### src/pdc_defs.svh
`ifndef PDC_DEFS_SVH
`define PDC_DEFS_SVH

// ----------------------------------------
// Widths
// ----------------------------------------
`define PDC_CNT_W        16
`define PDC_ADDR_W       8
`define PDC_CNT_RST      16'h0000
`define PDC_CNT_ONE      16'h0001

// ----------------------------------------
// Register offsets
// ----------------------------------------
`define PDC_OFF_CTRL     8'h00
`define PDC_OFF_STATUS   8'h04
`define PDC_OFF_COUNT    8'h08
`define PDC_OFF_LATCH    8'h0c

// ----------------------------------------
// Field positions and values
// ----------------------------------------
`define PDC_CTRL_CLR     0
`define PDC_CTRL_TRIG    1
`define PDC_STAT_Q       0
`define PDC_STAT_DIV2    1
`define PDC_STAT_ARMED   2
`define PDC_STAT_MODE    4
`define PDC_CTRL_RST     2'h0
`define PDC_RESP_OKAY    2'h0
`define PDC_RESP_SLVERR  2'h2

`endif

### src/pdc_pkg.sv
`default_nettype none
`include "pdc_defs.svh"

package pdc_pkg;

  // ----------------------------------------
  // Mode selector codes
  // ----------------------------------------
  typedef enum logic [2:0] {
    PDC_MODE_LEVEL     = 3'b000,
    PDC_MODE_LEVEL_INV = 3'b001,
    PDC_MODE_PULSE     = 3'b010,
    PDC_MODE_PULSE_INV = 3'b011,
    PDC_MODE_HOLD      = 3'b100,
    PDC_MODE_HOLD_INV  = 3'b101,
    PDC_MODE_ONESHOT   = 3'b110,
    PDC_MODE_FREQ      = 3'b111
  } pdc_mode_t;

  // ----------------------------------------
  // Pin group and module state
  // ----------------------------------------
  typedef struct packed {
    logic                   we;
    logic                   trig;
    logic                   clr;
    logic [2:0]             mode;
    logic [`PDC_CNT_W-1:0]  data;
  } pdc_pins_t;

  typedef struct packed {
    pdc_pins_t              s1;
    pdc_pins_t              s2;
    pdc_pins_t              s3;
    pdc_pins_t              filt;
    logic [`PDC_CNT_W-1:0]  latch;
    logic [`PDC_CNT_W-1:0]  cnt;
    logic                   armed;
    logic                   act;
    logic                   q;
    logic                   div2;
    logic [1:0]             ctrl;
    logic                   aw_got;
    logic                   w_got;
    logic [`PDC_ADDR_W-1:0] waddr;
    logic [31:0]            wdata;
    logic                   wstrb0;
    logic                   bvalid;
    logic [1:0]             bresp;
    logic                   rvalid;
    logic [31:0]            rdata;
    logic [1:0]             rresp;
  } pdc_state_t;

endpackage

`default_nettype wire

### src/pdc_counter.sv
// Summary of operation
// - Latches follow data while strobe low, hold after
// - Sixteen-bit down counter reloaded from latches
// - Mode select decoded binary, MSB first, 0-7
// - Trigger high loads counter, except hold countdown
// - Trigger low: decrement each edge
// - Mode 0: level high at zero, toggle divider
// - Modes 0, 2: trigger reloads, clears output
// - Mode 1: inverted level, toggle on fall
// - Mode 2: one-clock high pulse at zero
// - Mode 3: inverted one-clock pulse at zero
// - Mode 4: trigger freezes count before zero
// - Hold modes reload only after reaching zero
// - Modes 4, 5: pulse at zero, toggle
// - Mode 6: high from start until zero
// - Mode 6: trigger reloads, output unchanged
// - Mode 6: pulse lasts N-1 clocks
// - Mode 7: pulse, toggle, reload at zero
// - Mode 7 repeats until cleared; only autoreload
// - Mode 7: trigger reloads and clears output
// - Latches zero: idle, no zero events
// - Hold modes ignore trigger loads while counting
//
// Our own choices: the register offsets and the AXI4-Lite interface to the registers.
`timescale 1ns/1ps
`default_nettype none
`include "pdc_defs.svh"

module pdc_counter
  import pdc_pkg::*;
(
  input  wire logic                   aclk,
  input  wire logic                   aresetn,
  input  wire logic [`PDC_CNT_W-1:0]  load_value_bus,
  input  wire logic                   write_strobe,
  input  wire logic [2:0]             mode_select,
  input  wire logic                   external_trigger,
  input  wire logic                   master_clear,
  output logic                        zero_out,
  output logic                        div2_out,
  input  wire logic [`PDC_ADDR_W-1:0] awaddr,
  input  wire logic                   awvalid,
  output logic                        awready,
  input  wire logic [31:0]            wdata,
  input  wire logic [3:0]             wstrb,
  input  wire logic                   wvalid,
  output logic                        wready,
  output logic [1:0]                  bresp,
  output logic                        bvalid,
  input  wire logic                   bready,
  input  wire logic [`PDC_ADDR_W-1:0] araddr,
  input  wire logic                   arvalid,
  output logic                        arready,
  output logic [31:0]                 rdata,
  output logic [1:0]                  rresp,
  output logic                        rvalid,
  input  wire logic                   rready
);

  // ----------------------------------------
  // State and decode
  // ----------------------------------------
  pdc_state_t st_reg;
  pdc_state_t st_next;
  pdc_pins_t  pin_in;
  pdc_pins_t  agree;
  pdc_mode_t  mode;
  logic       level_m;
  logic       hold_m;
  logic       one_m;
  logic       auto_m;
  logic       inv_m;
  logic       clr;
  logic       trig;
  logic       load_ok;
  logic       count_en;
  logic       zero_ev;
  logic [31:0] rd_mux;
  logic        rd_hit;

  assign pin_in = '{we: write_strobe, trig: external_trigger,
                    clr: master_clear, mode: mode_select,
                    data: load_value_bus};

  // Bits where the second and third stages agree
  assign agree = pdc_pins_t'(~(st_reg.s2 ^ st_reg.s3));

  assign mode  = pdc_mode_t'(st_reg.filt.mode);
  assign clr   = st_reg.filt.clr | st_reg.ctrl[`PDC_CTRL_CLR];
  assign trig  = st_reg.filt.trig | st_reg.ctrl[`PDC_CTRL_TRIG];

  always_comb begin
    level_m = 1'b0;
    hold_m  = 1'b0;
    one_m   = 1'b0;
    auto_m  = 1'b0;
    inv_m   = 1'b0;
    case (mode)
      PDC_MODE_LEVEL: begin
        level_m = 1'b1;
      end
      PDC_MODE_LEVEL_INV: begin
        level_m = 1'b1;
        inv_m   = 1'b1;
      end
      PDC_MODE_PULSE: begin
        inv_m   = 1'b0;
      end
      PDC_MODE_PULSE_INV: begin
        inv_m   = 1'b1;
      end
      PDC_MODE_HOLD: begin
        hold_m  = 1'b1;
      end
      PDC_MODE_HOLD_INV: begin
        hold_m  = 1'b1;
        inv_m   = 1'b1;
      end
      PDC_MODE_ONESHOT: begin
        one_m   = 1'b1;
      end
      PDC_MODE_FREQ: begin
        auto_m  = 1'b1;
      end
      default: begin
        level_m = 1'b0;
      end
    endcase
  end

  // Hold modes refuse a load while a count is still running
  assign load_ok  = trig & ~(hold_m & st_reg.armed);
  assign count_en = ~trig & st_reg.armed & (st_reg.cnt != `PDC_CNT_RST);
  assign zero_ev  = count_en & (st_reg.cnt == `PDC_CNT_ONE);

  // ----------------------------------------
  // Register read decode
  // ----------------------------------------
  always_comb begin
    rd_mux = 32'h0000_0000;
    rd_hit = 1'b1;
    case (araddr)
      `PDC_OFF_CTRL: begin
        rd_mux[1:0] = st_reg.ctrl;
      end
      `PDC_OFF_STATUS: begin
        rd_mux[`PDC_STAT_Q]     = st_reg.q;
        rd_mux[`PDC_STAT_DIV2]  = st_reg.div2;
        rd_mux[`PDC_STAT_ARMED] = st_reg.armed;
        rd_mux[`PDC_STAT_MODE +: 3] = st_reg.filt.mode;
      end
      `PDC_OFF_COUNT: begin
        rd_mux[`PDC_CNT_W-1:0] = st_reg.cnt;
      end
      `PDC_OFF_LATCH: begin
        rd_mux[`PDC_CNT_W-1:0] = st_reg.latch;
      end
      default: begin
        rd_hit = 1'b0;
      end
    endcase
  end

  // ----------------------------------------
  // Next state
  // ----------------------------------------
  always_comb begin
    st_next = st_reg;

    // Three-stage pin capture; only stage two reads stage one
    st_next.s1 = pin_in;
    st_next.s2 = st_reg.s1;
    st_next.s3 = st_reg.s2;
    st_next.filt = pdc_pins_t'((agree & st_reg.s3) |
                               (~agree & st_reg.filt));

    // Transparent while the strobe is low, frozen after it rises
    if (!st_reg.filt.we) begin
      st_next.latch = st_reg.filt.data;
    end

    // Pulse modes drop the pulse after one clock
    if (!level_m && !one_m) begin
      st_next.act = 1'b0;
    end

    if (clr) begin
      st_next.cnt   = `PDC_CNT_RST;
      st_next.armed = 1'b0;
      st_next.act   = 1'b0;
      st_next.div2  = 1'b0;
    end else if (load_ok) begin
      st_next.cnt   = st_reg.latch;
      st_next.armed = (st_reg.latch != `PDC_CNT_RST);
      if (!one_m) begin
        st_next.act = 1'b0;
      end
    end else if (count_en) begin
      st_next.cnt = st_reg.cnt - `PDC_CNT_ONE;
      if (one_m) begin
        st_next.act = 1'b1;
      end
      if (zero_ev) begin
        st_next.div2  = ~st_reg.div2;
        st_next.armed = 1'b0;
        if (one_m) begin
          st_next.act = 1'b0;
        end else begin
          st_next.act = 1'b1;
        end
        if (auto_m) begin
          // Only this mode rearms itself without a trigger
          st_next.cnt   = st_reg.latch;
          st_next.armed = (st_reg.latch != `PDC_CNT_RST);
        end
      end
    end

    // Output polarity follows the mode in force
    st_next.q = st_next.act ^ inv_m;

    // Write path: address and data in either order
    if (awvalid && awready) begin
      st_next.aw_got = 1'b1;
      st_next.waddr  = awaddr;
    end
    if (wvalid && wready) begin
      st_next.w_got  = 1'b1;
      st_next.wdata  = wdata;
      st_next.wstrb0 = wstrb[0];
    end
    if (st_reg.bvalid && bready) begin
      st_next.bvalid = 1'b0;
    end
    if (st_reg.aw_got && st_reg.w_got && !st_reg.bvalid) begin
      st_next.aw_got = 1'b0;
      st_next.w_got  = 1'b0;
      st_next.bvalid = 1'b1;
      st_next.bresp  = `PDC_RESP_OKAY;
      case (st_reg.waddr)
        `PDC_OFF_CTRL: begin
          if (st_reg.wstrb0) begin
            st_next.ctrl = st_reg.wdata[1:0];
          end
        end
        `PDC_OFF_STATUS, `PDC_OFF_COUNT, `PDC_OFF_LATCH: begin
          st_next.bresp = `PDC_RESP_OKAY;
        end
        default: begin
          st_next.bresp = `PDC_RESP_SLVERR;
        end
      endcase
    end

    // Read path
    if (st_reg.rvalid && rready) begin
      st_next.rvalid = 1'b0;
    end
    if (arvalid && arready) begin
      st_next.rvalid = 1'b1;
      st_next.rdata  = rd_mux;
      st_next.rresp  = rd_hit ? `PDC_RESP_OKAY : `PDC_RESP_SLVERR;
    end
  end

  always_ff @(posedge aclk) begin
    if (!aresetn) begin
      st_reg <= '0;
    end else begin
      st_reg <= st_next;
    end
  end

  // ----------------------------------------
  // Outputs
  // ----------------------------------------
  assign zero_out = st_reg.q;
  assign div2_out = st_reg.div2;
  // Writes stall until the previous response is taken
  assign awready  = ~st_reg.aw_got & ~st_reg.bvalid;
  assign wready   = ~st_reg.w_got & ~st_reg.bvalid;
  assign bvalid   = st_reg.bvalid;
  assign bresp    = st_reg.bresp;
  assign arready  = ~st_reg.rvalid;
  assign rvalid   = st_reg.rvalid;
  assign rdata    = st_reg.rdata;
  assign rresp    = st_reg.rresp;
endmodule

`default_nettype wire

### config.mk
export PLATFORM = sky130hd
export DESIGN_NAME = pdc_counter
export DESIGN_NICKNAME = d
export VERILOG_FILES = /design/src/pdc_pkg.sv /design/src/pdc_counter.sv
export VERILOG_INCLUDE_DIRS = /design/src /design/src/src
export SDC_FILE = /design/constraint.sdc
export NUM_CORES = 1
export LEC_CHECK = 0
export BUFFER_PORTS_ARGS = -buffer_cell sky130_fd_sc_hd__buf_2
export CAP_MARGIN = 20
export CORE_UTILIZATION = 45
export DETAILED_ROUTE_END_ITERATION = 7
export GPL_ROUTABILITY_DRIVEN = 1
export GPL_TIMING_DRIVEN = 0
export PLACE_DENSITY = 0.65
export SLEW_MARGIN = 20
export SYNTH_ARGS = -nofsm -noshare
export SYNTH_HDL_FRONTEND = slang
export SYNTH_SLANG_ARGS = --single-unit
### constraint.sdc
create_clock -name aclk -period 5.8 [get_ports aclk]
set_input_delay 0.58 -clock aclk [delete_from_list [all_inputs] [get_ports aclk]]
set_output_delay 0.58 -clock aclk [all_outputs]
set_load 0.1 [all_outputs]
# Word-level counts from Yosys, hierarchy flattened
# Index checks and enable logic that the tools add are counted.
[word_totals] wordCells=132 input_bits=81 output_inout_bits=43 ff_bits=161
[op_classes] reduce_logical=30 n_eq_ne=13 mux=26 n_addsub=1 bitwise_logic=25
[ops] operator="$mux W18" n=3
[ops] operator="$and A22 B22 Y22" n=2
[ops] operator="$not A22 Y22" n=2
[ops] operator="$mux W35" n=1
[ops] operator="$eq A8 B4 Y1 const B" n=4
[ops] operator="$reduce_bool A16 Y1" n=2
[ops] operator="$or A22 B22 Y22" n=1
[ops] operator="$xor A22 B22 Y22" n=1
[ops] operator="$pmux W9 S2" n=1
[ops] operator="$mux W17" n=1
[ops] operator="$eq A16 B1 Y1 const B" n=1
[ops] operator="$eq A8 B3 Y1 const B" n=2
[ops] operator="$logic_not A8 Y1" n=2
[ops] operator="$sub A16 B1 Y16 const B" n=1
[ops] operator="$mux W1" n=13
[ops] operator="$eq A3 B3 Y1 const B" n=4
[ops] operator="$not A1 Y1" n=9
[ops] operator="$pmux W3 S3" n=1
[ops] operator="$logic_and A1 B1 Y1" n=8
[ops] operator="$pmux W2 S4" n=1
[ops] operator="$reduce_bool A2 Y1" n=4
[ops] operator="$reduce_or A2 Y1" n=4
[ops] operator="$reduce_or A4 Y1" n=2
[ops] operator="$and A1 B1 Y1" n=7
[ops] operator="13 further kinds" n=18

# Longest topological paths before layout
# Gate-level depths: netlist of run 1.
[depth] word_depth=12 mapped_depth=11 depth_no_buf=8

# Worst setup path after synthesis of run 1
# No wires, ideal clock.
[synth_timing] kind="reg-to-reg" from="register st_reg (netlist bit bvalid)" to="register st_reg[39] in the netlist's numbering" n_path_buf=1 required_ns=5.672 period_less_slack_ns=2.929 slack_ns=2.871 arrival_time_ns=2.802 stages_incl_launch_ff=6 setup_ns=0.128 cell_sequence="dfxtp_1 nor2_1 and2_1 clkbuf_1 mux2i_1 nor2_1"
[synth_between] elab_chain_len=3
[synth_lines] element="start: declaration" line="pdc_counter.sv:63" text="pdc_state_t st_reg;"
[synth_lines] element="start signal: assignment" line="pdc_counter.sv:270" text="st_reg <= st_next;"
[synth_lines] element="$not A1 Y1" line="pdc_counter.sv:281" text="assign wready = ~st_reg.w_got & ~st_reg.bvalid;"
[synth_lines] element="$and A1 B1 Y1" line="pdc_counter.sv:281"
[synth_lines] element="named net wready" line="pdc_counter.sv:47" text="output logic wready,"
[synth_lines] element="$logic_and A1 B1 Y1" line="pdc_counter.sv:227" text="if (wvalid && wready) begin"
# The timed path passes the listed nets, and every way through them passes these cells.
# A chain may end at the register's enable or synchronous reset.

# Worst setup path in the final report of run 1
[layout_timing] from="register st_reg[87] in the netlist's numbering" to="register st_reg[102] in the netlist's numbering"
[layout_between] elab_chain_len=6 word_cells_on_any_way=10 classes_between="add/sub (1); eq/ne (1); mux (4); bitwise (2); reduce/logical (2)"
[layout_lines] element="parallel branches: the longest is 6 deep, another holds $sub A16 B1 Y16"
# Parallel ways; which one is timed is not known. The select of a mux whose other input is x is not followed.

==> impl_metrics.tcl, run 1 <==
set metrics [dict create \
    synth_area_um2 6120 \
    io_buffers 70 \
    clkSlewWorstSetupHoldPaths_ps 60 \
    yosysWarnings 0 \
    finalHoldWorstSlack_ps 341 \
    ctsHtreeMaxLevel 4 \
    endpoint_kind "flop" \
    synthTopCellsByArea "dfxtp_1, and2_1, buf_4" \
    fill_cells 1205 \
    areaGrowthSynthToFinish_pct 21.3 \
    drtIter0Drc 240 \
    overflow 0 \
    synth_flop_cell "dfxtp_1" \
    firstDrtPassIters 4 \
    yosysTopAreaCell "dfxtp_1" \
    tightestPinTransition_ps 701 \
    async_reset_ff_share_pct 0 \
    worstHoldEndpoint "rvalid$_SDFFE_PN0P_" \
    start_util_pct 46.2 \
    place_ws_ps 3290 \
    pwr_density_cell_nw_per_um2 353 \
    cts_root_buffer "clkbuf_16" \
    drt-wirelength-per-cell_um 14.2 \
    grt_max_degree 17 \
    tns_ps 0 \
    yosysSeqAreaShare_pct 52.0 \
    final_max_slew_viol_count 0 \
    hold_class "input pin to flop" \
    timing.rr.start "st_reg[87]$_SDFFE_PP0P_" \
    worstPathArrival_ps 2860 \
    cts_made_buffers 17 \
    status "completed" \
    dpl_cell_area_um2 6750 \
    synth_edf_count 0 \
    post-route-min-period_ps 2530 \
    hold_viol_final 0 \
    fin_area_um2 7420 \
    r2r_slack_ps 3270 \
    sw_frac_of_total_pct 23.0 \
    die_area_um2 14100 \
    start_kind "flop" \
    groute.usage.overall_pct 20.3 \
    clk_latency_ps 420 \
    place.gp.congestion 0.894 \
    ys_top_cells_by_count "dfxtp_1, and2_1, nor2_1" \
    drc 0 \
    min_path_cells 2 \
    seqPwrFrac_pct 43.6 \
    viasPerCell 5.08 \
    cts.hold.buffers_added 0 \
    hp-start "rready" \
    p_leak_nw 3.07 \
    synth-compound-area-share_pct 12.0 \
    min_period_over_period_pct 43.5 \
    intPower_w 0.00201 \
    slew_headroom_pct 53.2 \
    synth.distinct_cells 52 \
    cts_max_path_buffers 2 \
    grt_pass1_wl_um 22300 \
    die_x_um 119 \
    required_ps 6140 \
    synth_xor_xnor_area_share_pct 0.859 \
    cts_tree "done" \
    diodes 0 \
    hpwl_um 9900 \
    drive_above_1_share_pct 20.0 \
    p_sw_w 0.000601 \
    setup_viol 0 \
    synthMuxAreaShare_pct 5.07 \
    netlist_instances 652 \
    yosys.area_share.simple_pct 21.8 \
    max_freq_mhz 396 \
    die_y_um 119 \
    dp_cells 915 \
    skew_ps 9.90 \
    grt_pass1_vias 4576 \
    worstSetupStartpoint "st_reg[87]$_SDFFE_PP0P_" \
    worst_r2r_endpoint "st_reg[102]$_SDFFE_PP0P_" \
    io_pins 124 \
    stdcell_count 947 \
    synth_most_common_cell "dfxtp_1" \
    clkPwrFrac_pct 47.5 \
    pwr-share-comb_pct 8.9 \
    vdd_drop_max_mv 0.236 \
    core-area_um2 13200 \
    cts.sinks 159 \
    drv_cap 0 \
    setup_slack_ps 3270 \
    rows 42 \
    vias 4811 \
    reg2reg_depth 8 \
    cts_resized 0 \
    grt_antenna_before_repair 0 \
    synth.top_cell.area_share_pct 52.0 \
    synth_top_family_by_area "simple AND/OR/NAND/NOR gates" \
    cp_max_fo 10 \
    synth_fa_ha_area_share_pct 0.614 \
    cts_setup_buffers 0 \
    avgSynthCellArea_um2 9.38 \
    route.antenna.remaining_nets 0 \
    nets 842 \
    ys_seq_elements 159 \
    critical_path_class "flop to flop" \
    rsz0062_at_grt "no" \
    routed_wirelength_um 13400 \
]
## worst max-delay path, stage by stage, from the launching register on
cell	delay, ps
dfxtp_1	370
inv_1	110
ha_1	170
nor4b_1	330
nand4_1	200
a21oi_1	620
buf_2	370
a22oi_1	130
a21oi_1	150
## cell usage in the layout, fill, tap and decap left out, drive strengths merged, types with 11 or more instances in the layout
cell    count
a21oi      41
nor2       64
a22oi      11
and2       72
a221oi     12
conb       18
buf       114
mux2i      22
nor3       22
nand2      55
dfxtp     159
o21ai      34
clkbuf     48
## worst max path at each step
stage / depth (start not counted) / endpoint
2_1_floorplan: 5 / st_reg[39]$_SDFFE_PN0P_
3_5_place_dp: 8 / st_reg[100]$_SDFFE_PP0P_
5_1_grt: 8 / st_reg[102]$_SDFFE_PP0P_
4_1_cts: 8 / st_reg[101]$_SDFFE_PP0P_
6_report: 8 / st_reg[102]$_SDFFE_PP0P_
3_3_place_gp: 8 / st_reg[100]$_SDFFE_PP0P_
## cell type report
class / instances / area (um2) / area share [%]
Sequential cell: 159 / 3180 / 42.9
Timing Repair Buffer: 70 / 350 / 4.72
Clock buffer: 22 / 464 / 6.26
Buffer: 70 / 438 / 5.90
Clock inverter: 10 / 206 / 2.78
Inverter: 6 / 22.5 / 0.303
Multi-Input combinational cell: 434 / 2540 / 34.2
Tap cell: 176 / 220 / 2.97
## layer usage
layer  GRT usage [%]  up-vias  wire (um)
met2            33.6      130       6410
met4            10.8        0        416
met3            4.05       30        663
met5               0        -          0
li1                -     2415          -
met1            24.9     2236       5910
## stage by stage
stage          utilization, %  total power, W
2_1_floorplan               -         0.00135
3_3_place_gp             51.0         0.00139
3_5_place_dp             51.0         0.00140
4_1_cts                  56.0         0.00264
5_1_grt                  56.0         0.00270
6_report                 56.0         0.00262
## cell families after synthesis
group / count (synthesis)
buf+inv: 76
xor+xnor: 6
simple gates: 260
other cells: 1
flops: 159
fa+ha+maj: 3
compound gates: 119
mux: 28
## power groups by stage
| stage | sequential [W] | clock [W] | combinational, W |
|---|---|---|---|
| floorplan | 0.00117 | 0 | 0.000186 |
| global placement | 0.00116 | 0 | 0.000232 |
| detailed placement | 0.00116 | 0 | 0.000234 |
| CTS | 0.00114 | 0.00127 | 0.000235 |
| global route | 0.00114 | 0.00131 | 0.000249 |
| finish | 0.00114 | 0.00124 | 0.000233 |
Power figures use the tool's default switching activity.
==> inputs of run 2 (changes only) <==
PLACE_DENSITY = 0.68   (was 0.65)
clock period = 2.1 ns   (was 5.8 ns; I/O delays follow)
==> run 2 against run 1 <==
  * The flow now finishes with violations (negative setup slack)
  * Sequential share of layout area shrank 2.2 points
  * Final cell count increased by 4.1%
  * Setup slack worse by 3300 ps
  * Register-to-register slack lost 3300 ps
  * Core utilization grew 3.4 points
  * Flip-flop and latch count stayed put
  * Wire length grew 9.7%
  * Clock-buffer cell count is 4 lower
  * Critical path type unchanged
  * Critical endpoint is now st_reg[99]$_SDFFE_PP0P_
  * Largest power group is now sequential cells
==> impl_metrics.tcl, run 2 (synthesized netlist as in run 1, its figures left out) <==
set metrics [dict create \
    status "finished, violations left" \
    violations "negative setup slack" \
    grt_max_degree 17 \
    io_buffers 70 \
    endpoint_kind "flop" \
    start_util_pct 46.2 \
    reg2reg_depth 9 \
    grt_antenna_before_repair 0 \
    hold_viol_final 0 \
    slew_headroom_pct 55.1 \
    cts_tree "done" \
    firstDrtPassIters 5 \
    clk_latency_ps 420 \
    post-route-min-period_ps 2120 \
    setup_viol 1 \
    skew_ps 9.65 \
    drc 0 \
    cp_num_cells 9 \
    layout.cells.most_common_list "dfxtp_1, and2_1, buf_2" \
    routed_wirelength_um 14700 \
    final_max_slew_viol_count 0 \
    cts_root_buffer "clkbuf_16" \
    worstPathArrival_ps 2410 \
    route.antenna.remaining_nets 0 \
    groute.usage.overall_pct 21.2 \
    vdd_drop_max_mv 0.755 \
    cpMaxStageDelayCell "nor4_4" \
    finish.utilization_pct 59.4 \
    tightestPinTransition_ps 673 \
    die_y_um 119 \
    max_stage_delay_ps 350 \
    areaGrowthSynthToFinish_pct 28.6 \
    viasPerCell 5.10 \
    critical_path_class "flop to flop" \
    drive_above_1_share_pct 25.1 \
    die_area_um2 14100 \
    hold_class "input pin to flop" \
    io_pins 124 \
    overflow 0 \
    clkSlewWorstSetupHoldPaths_ps 60 \
    start_kind "flop" \
    nets 881 \
    layout_commonest_cell "dfxtp_1" \
    place.gp.congestion 0.850 \
    path_common_cell "buf_6" \
    required_ps 2390 \
    rsz0062_at_grt "yes" \
    total_power_w 0.00685 \
    cp_max_fo 8 \
    rows 42 \
    min_path_cells 2 \
    vias 5029 \
    die_x_um 119 \
    diodes 0 \
    grt_pass1_vias 4832 \
    drtIter0Drc 315 \
    pwr_density_cell_nw_per_um2 871 \
    p_leak_nw 3.27 \
    ctsHtreeMaxLevel 4 \
    max_freq_mhz 472 \
    crit_buf_inv 3 \
    cts_max_path_buffers 2 \
    fill_cells 1163 \
    cts.sinks 159 \
    grt_pass1_wl_um 23200 \
    drt-wirelength-per-cell_um 14.9 \
    hpwl_um 10200 \
    cts_made_buffers 17 \
    drv_cap 0 \
    crit_family "simple AND/OR/NAND/NOR gates" \
    worstPathCellList "buf_6 > nor4_4 > and3_4 > and4_4 > buf_8 > nor2_4 > buf_6 > a222oi_1 > nor2_1" \
    core-area_um2 13200 \
    setup_slack_ps -17.1 \
    min_period_over_period_pct 101 \
]
-- run 2: cell count changes in the layout (fill, tap and decap cells not counted), moves of 3 or more --
cell,before,now
dfxtp_2,0,5
bufinv_16,6,2
clkbuf_1,29,26
dlygate4sd3_1,0,20
nor2_4,0,3
buf_4,36,56
dfxtp_1,159,151
inv_1,5,2
inv_6,1,4
dfxtp_4,0,3
-- run 2: area by class of cell --
class / count / area, um2 / share of cell area (%)
buffer: 67 / 435 / 5.54
clock buffer: 18 / 429 / 5.46
clock inverter: 14 / 154 / 1.96
inverter: 6 / 28.8 / 0.366
multi-input combinational: 434 / 2640 / 33.6
sequential: 159 / 3200 / 40.7
tap: 176 / 220 / 2.80
timing repair buffer: 112 / 754 / 9.59
-- run 2: worst paths after layout --
path / from / end / slack [ps]
min: mode_select[2] / st_next[181]$_SDFF_PN0_ / 10
max reg2reg: st_reg[91]$_SDFFE_PP0P_ / st_reg[99]$_SDFFE_PP0P_ / -20
max: st_reg[91]$_SDFFE_PP0P_ / st_reg[99]$_SDFFE_PP0P_ / -20
min reg2reg: st_next[167]$_SDFF_PN0_ / st_next[145]$_SDFF_PN0_ / 430
-- run 2: metal layers --
layer | routed length [um] | up-vias | GRT usage [%]
li1 | - | 2493 | -
met1 | 6340 | 2397 | 24.5
met2 | 7540 | 112 | 37.7
met3 | 531 | 27 | 5.65
met4 | 289 | 0 | 7.44
met5 | 0 | - | 0
-- run 2: worst reg2reg max path: stages (launching register included) --
cell	delay, ps
dfxtp_2	310
buf_6	120
nor4_4	350
and3_4	270
and4_4	250
buf_8	120
nor2_4	50
buf_6	140
a222oi_1	310
nor2_1	80
-- run 2: what timing repair did --
item / CTS / global route
gates resized for setup: 14 / 20
endpoints found under the hold margin: 20 / 0
setup endpoints to repair: 16 / 18
buffers inserted: 3 / 17
cloned: 0 / 2
pin swaps: 3 / 17
hold buffers: 20 / 0
-- run 2: metrics by stage --
step | std cells | setup slack, ps | cell area (um2) | TNS (ps) | hold WS (ps)
final | 986 | -17.1 | 7870 | -17.1 | 12.4
after CTS | 970 | 7.28 | 7630 | 0 | 5.94
after global routing | 986 | -146 | 7870 | -1230 | 2.06
after global placement | 915 | -247 | 6770 | -2490 | 394
after detailed placement | 915 | -228 | 6770 | -2140 | 394
after floorplan | 669 | 146 | 6200 | 0 | 299
-- run 2: report_power, final --
part / switching (W) / leakage, nW / total (W) / internal [W]
combinational: 0.000490 / 1.68 / 0.000684 / 0.000193
sequential: 0.0000454 / 1.30 / 0.00315 / 0.00310
clock: 0.00125 / 0.286 / 0.00302 / 0.00177
total: 0.00178 / 3.27 / 0.00685 / 0.00507
==> inputs of run 3 (changes only) <==
--- a/config.mk
+++ b/config.mk
@@ -13,5 +13,6 @@
 export GPL_ROUTABILITY_DRIVEN = 1
 export GPL_TIMING_DRIVEN = 0
-export PLACE_DENSITY = 0.68
+export PLACE_DENSITY = 0.7
+export SETUP_SLACK_MARGIN = 0.4
 export SLEW_MARGIN = 20
 export SYNTH_ARGS = -nofsm -noshare
==> constraint.sdc (replaced) <==
create_clock -name aclk -period 2.1 [get_ports aclk]
set_input_delay 0.315 -clock aclk [delete_from_list [all_inputs] [get_ports aclk]]
set_output_delay 0.315 -clock aclk [all_outputs]
set_load 0.1 [all_outputs]
==> run 3 against run 2 <==
  * Global-route usage fell by 0.19 points
  * The run now ends clean
  * Worst hold slack improved by 51 ps
  * Die area did not move
  * Clock power barely moved
  * Wire length fell by 2.7%
  * Register-to-register slack improved by 70 ps
  * Cell area rose by 0.95%
  * Final cell count fell by 0.71%
  * Core utilization rose by 0.57 points
  * Critical path type unchanged
  * Total power fell by 0.41%
  * Clock-buffer cell count rose by 2
  * Flip-flop and latch count did not move
==> impl_metrics.tcl, run 3 (synthesized netlist as in run 1, its figures left out) <==
set metrics [dict create \
    hold_viol_final 0 \
    tightestPinTransition_ps 675 \
    min_period_over_period_pct 97.4 \
    viasPerCell 5.09 \
    setup_viol 0 \
    path_common_cell "buf_6" \
    hpwl_um 9940 \
    start_util_pct 46.2 \
    cts_tree "done" \
    drt-wirelength-per-cell_um 14.6 \
    cts_max_path_buffers 2 \
    worstPathArrival_ps 2340 \
    cts_made_buffers 17 \
    endpoint_kind "flop" \
    post-route-min-period_ps 2050 \
    core-area_um2 13200 \
    crit_buf_inv 3 \
    layout_commonest_cell "dfxtp_1" \
    hp-start "rready" \
    clkSlewWorstSetupHoldPaths_ps 60 \
    routed_wirelength_um 14300 \
    die_x_um 119 \
    firstDrtPassIters 6 \
    cpMaxStageDelayCell "dfxtp_4" \
    status "completed" \
    nets 874 \
    die_y_um 119 \
    cts.hold.buffers_added 0 \
    io_pins 124 \
    overflow 0 \
    worstPathCellList "nor4_4 > and3_4 > and4_1 > buf_6 > buf_12 > nor2_4 > buf_6 > a222oi_1 > nor2_1" \
    p_sw_w 0.00176 \
    vdd_drop_max_mv 0.712 \
    rsz0062_at_grt "yes" \
    pwr-share-comb_pct 9.7 \
    seq_area_um2 3210 \
    slew_headroom_pct 55.0 \
    cts_root_buffer "clkbuf_16" \
    drive_above_1_share_pct 30.4 \
    sw_frac_of_total_pct 25.8 \
    max_stage_delay_ps 370 \
    worstSetupStartpoint "st_reg[94]$_SDFFE_PP0P_" \
    seqPwrFrac_pct 46.1 \
    fill_cells 1176 \
    max_freq_mhz 489 \
    p_leak_nw 3.30 \
    pwr_density_cell_nw_per_um2 860 \
    start_kind "flop" \
    grt_pass1_vias 4726 \
    timing.rr.start "st_reg[94]$_SDFFE_PP0P_" \
    clk_latency_ps 430 \
    cp_max_fo 7 \
    die_area_um2 14100 \
    crit_family "simple AND/OR/NAND/NOR gates" \
    tns_ps 0 \
    required_ps 2390 \
    dpl_cell_area_um2 6920 \
    io_buffers 70 \
    hold_class "input pin to flop" \
    route.antenna.remaining_nets 0 \
    diodes 0 \
    drc 0 \
    drtIter0Drc 297 \
    cts.sinks 159 \
    critical_path_class "flop to flop" \
    rows 42 \
    skew_ps 8.71 \
    place.gp.congestion 0.903 \
    drv_cap 0 \
    ctsHtreeMaxLevel 4 \
    fin_area_um2 7940 \
    layout.cells.most_common_list "dfxtp_1, and2_1, buf_2" \
    multiInputGateArea_um2 2780 \
    groute.usage.overall_pct 21.1 \
    grt_antenna_before_repair 0 \
    vias 4979 \
    grt_max_degree 17 \
    intPower_w 0.00506 \
    grt_pass1_wl_um 22900 \
    clkPwrFrac_pct 44.1 \
    areaGrowthSynthToFinish_pct 29.8 \
    final_max_slew_viol_count 0 \
]
-- run 3: changes by cell type in the layout (fill, tap and decap cells not counted), sizes merged --
cell         change
clkinv           +2
dlygate4sd3     -20
clkbuf           +4
buf             +11
inv              -4
-- run 3: through the flow --
stage	std cells	power [W]	setup slack (ps)	hold slack, ps	util, %
after floorplan	669	0.00375	182	404	-
after global placement	915	0.00386	-36.7	415	52.2
after detailed placement	915	0.00388	-19.4	419	52.2
after CTS	965	0.00688	92.6	55.1	57.9
after global routing	979	0.00705	-85.7	62.4	60.0
final	979	0.00683	54.9	62.9	60.0
-- run 3: area by class of cell --
| class | count | share of cell area (%) |
|---|---|---|
| multi-input cells | 434 | 35.0 |
| flip-flops and latches | 159 | 40.4 |
| well taps | 176 | 2.77 |
| repair buffers | 102 | 8.13 |
| inverters | 6 | 0.394 |
| clock inverters | 12 | 1.69 |
| clock buffers | 20 | 5.63 |
| plain buffers | 70 | 5.99 |
-- run 3: worst register-to-register path: stages (launching register included) --
cell	delay, ps
dfxtp_4	370
nor4_4	350
and3_4	250
and4_1	200
buf_6	110
buf_12	100
nor2_4	50
buf_6	140
a222oi_1	270
nor2_1	70
-- run 3: worst paths after layout --
check / to / slack (ps) / cells after the start
setup / recovery: st_reg[99]$_SDFFE_PP0P_ / 50 / 9
hold / removal: rvalid$_SDFFE_PN0P_ / 60 / 2
setup reg to reg: st_reg[99]$_SDFFE_PP0P_ / 50 / 9
hold reg to reg: st_next[156]$_SDFF_PN0_ / 430 / 1
-- run 3: metal layers --
layer | up-vias | GRT usage (%) | share of wire, %
met1 | 2317 | 25.0 | 42
met3 | 31 | 5.36 | 5.8
met2 | 149 | 34.9 | 49
met5 | - | 0 | 0
li1 | 2482 | - | -
met4 | 0 | 11.2 | 3.6
-- run 3: power by group through the flow --
| stage | Clock, W | Combinational (W) | Sequential, W |
|---|---|---|---|
| finish | 0.00301 | 0.000665 | 0.00315 |
| floorplan | 0 | 0.000525 | 0.00322 |
| global route | 0.00318 | 0.000708 | 0.00316 |
| detailed placement | 0 | 0.000662 | 0.00322 |
| global placement | 0 | 0.000651 | 0.00321 |
| CTS | 0.00306 | 0.000663 | 0.00315 |
-- run 3: repair_timing --
item | 4_1_cts | 5_1_grt
resized for setup | 12 | 39
gates cloned | 1 | 1
setup endpoints to repair | 29 | 36
setup buffers | 17 | 13
pin swaps | 12 | 23
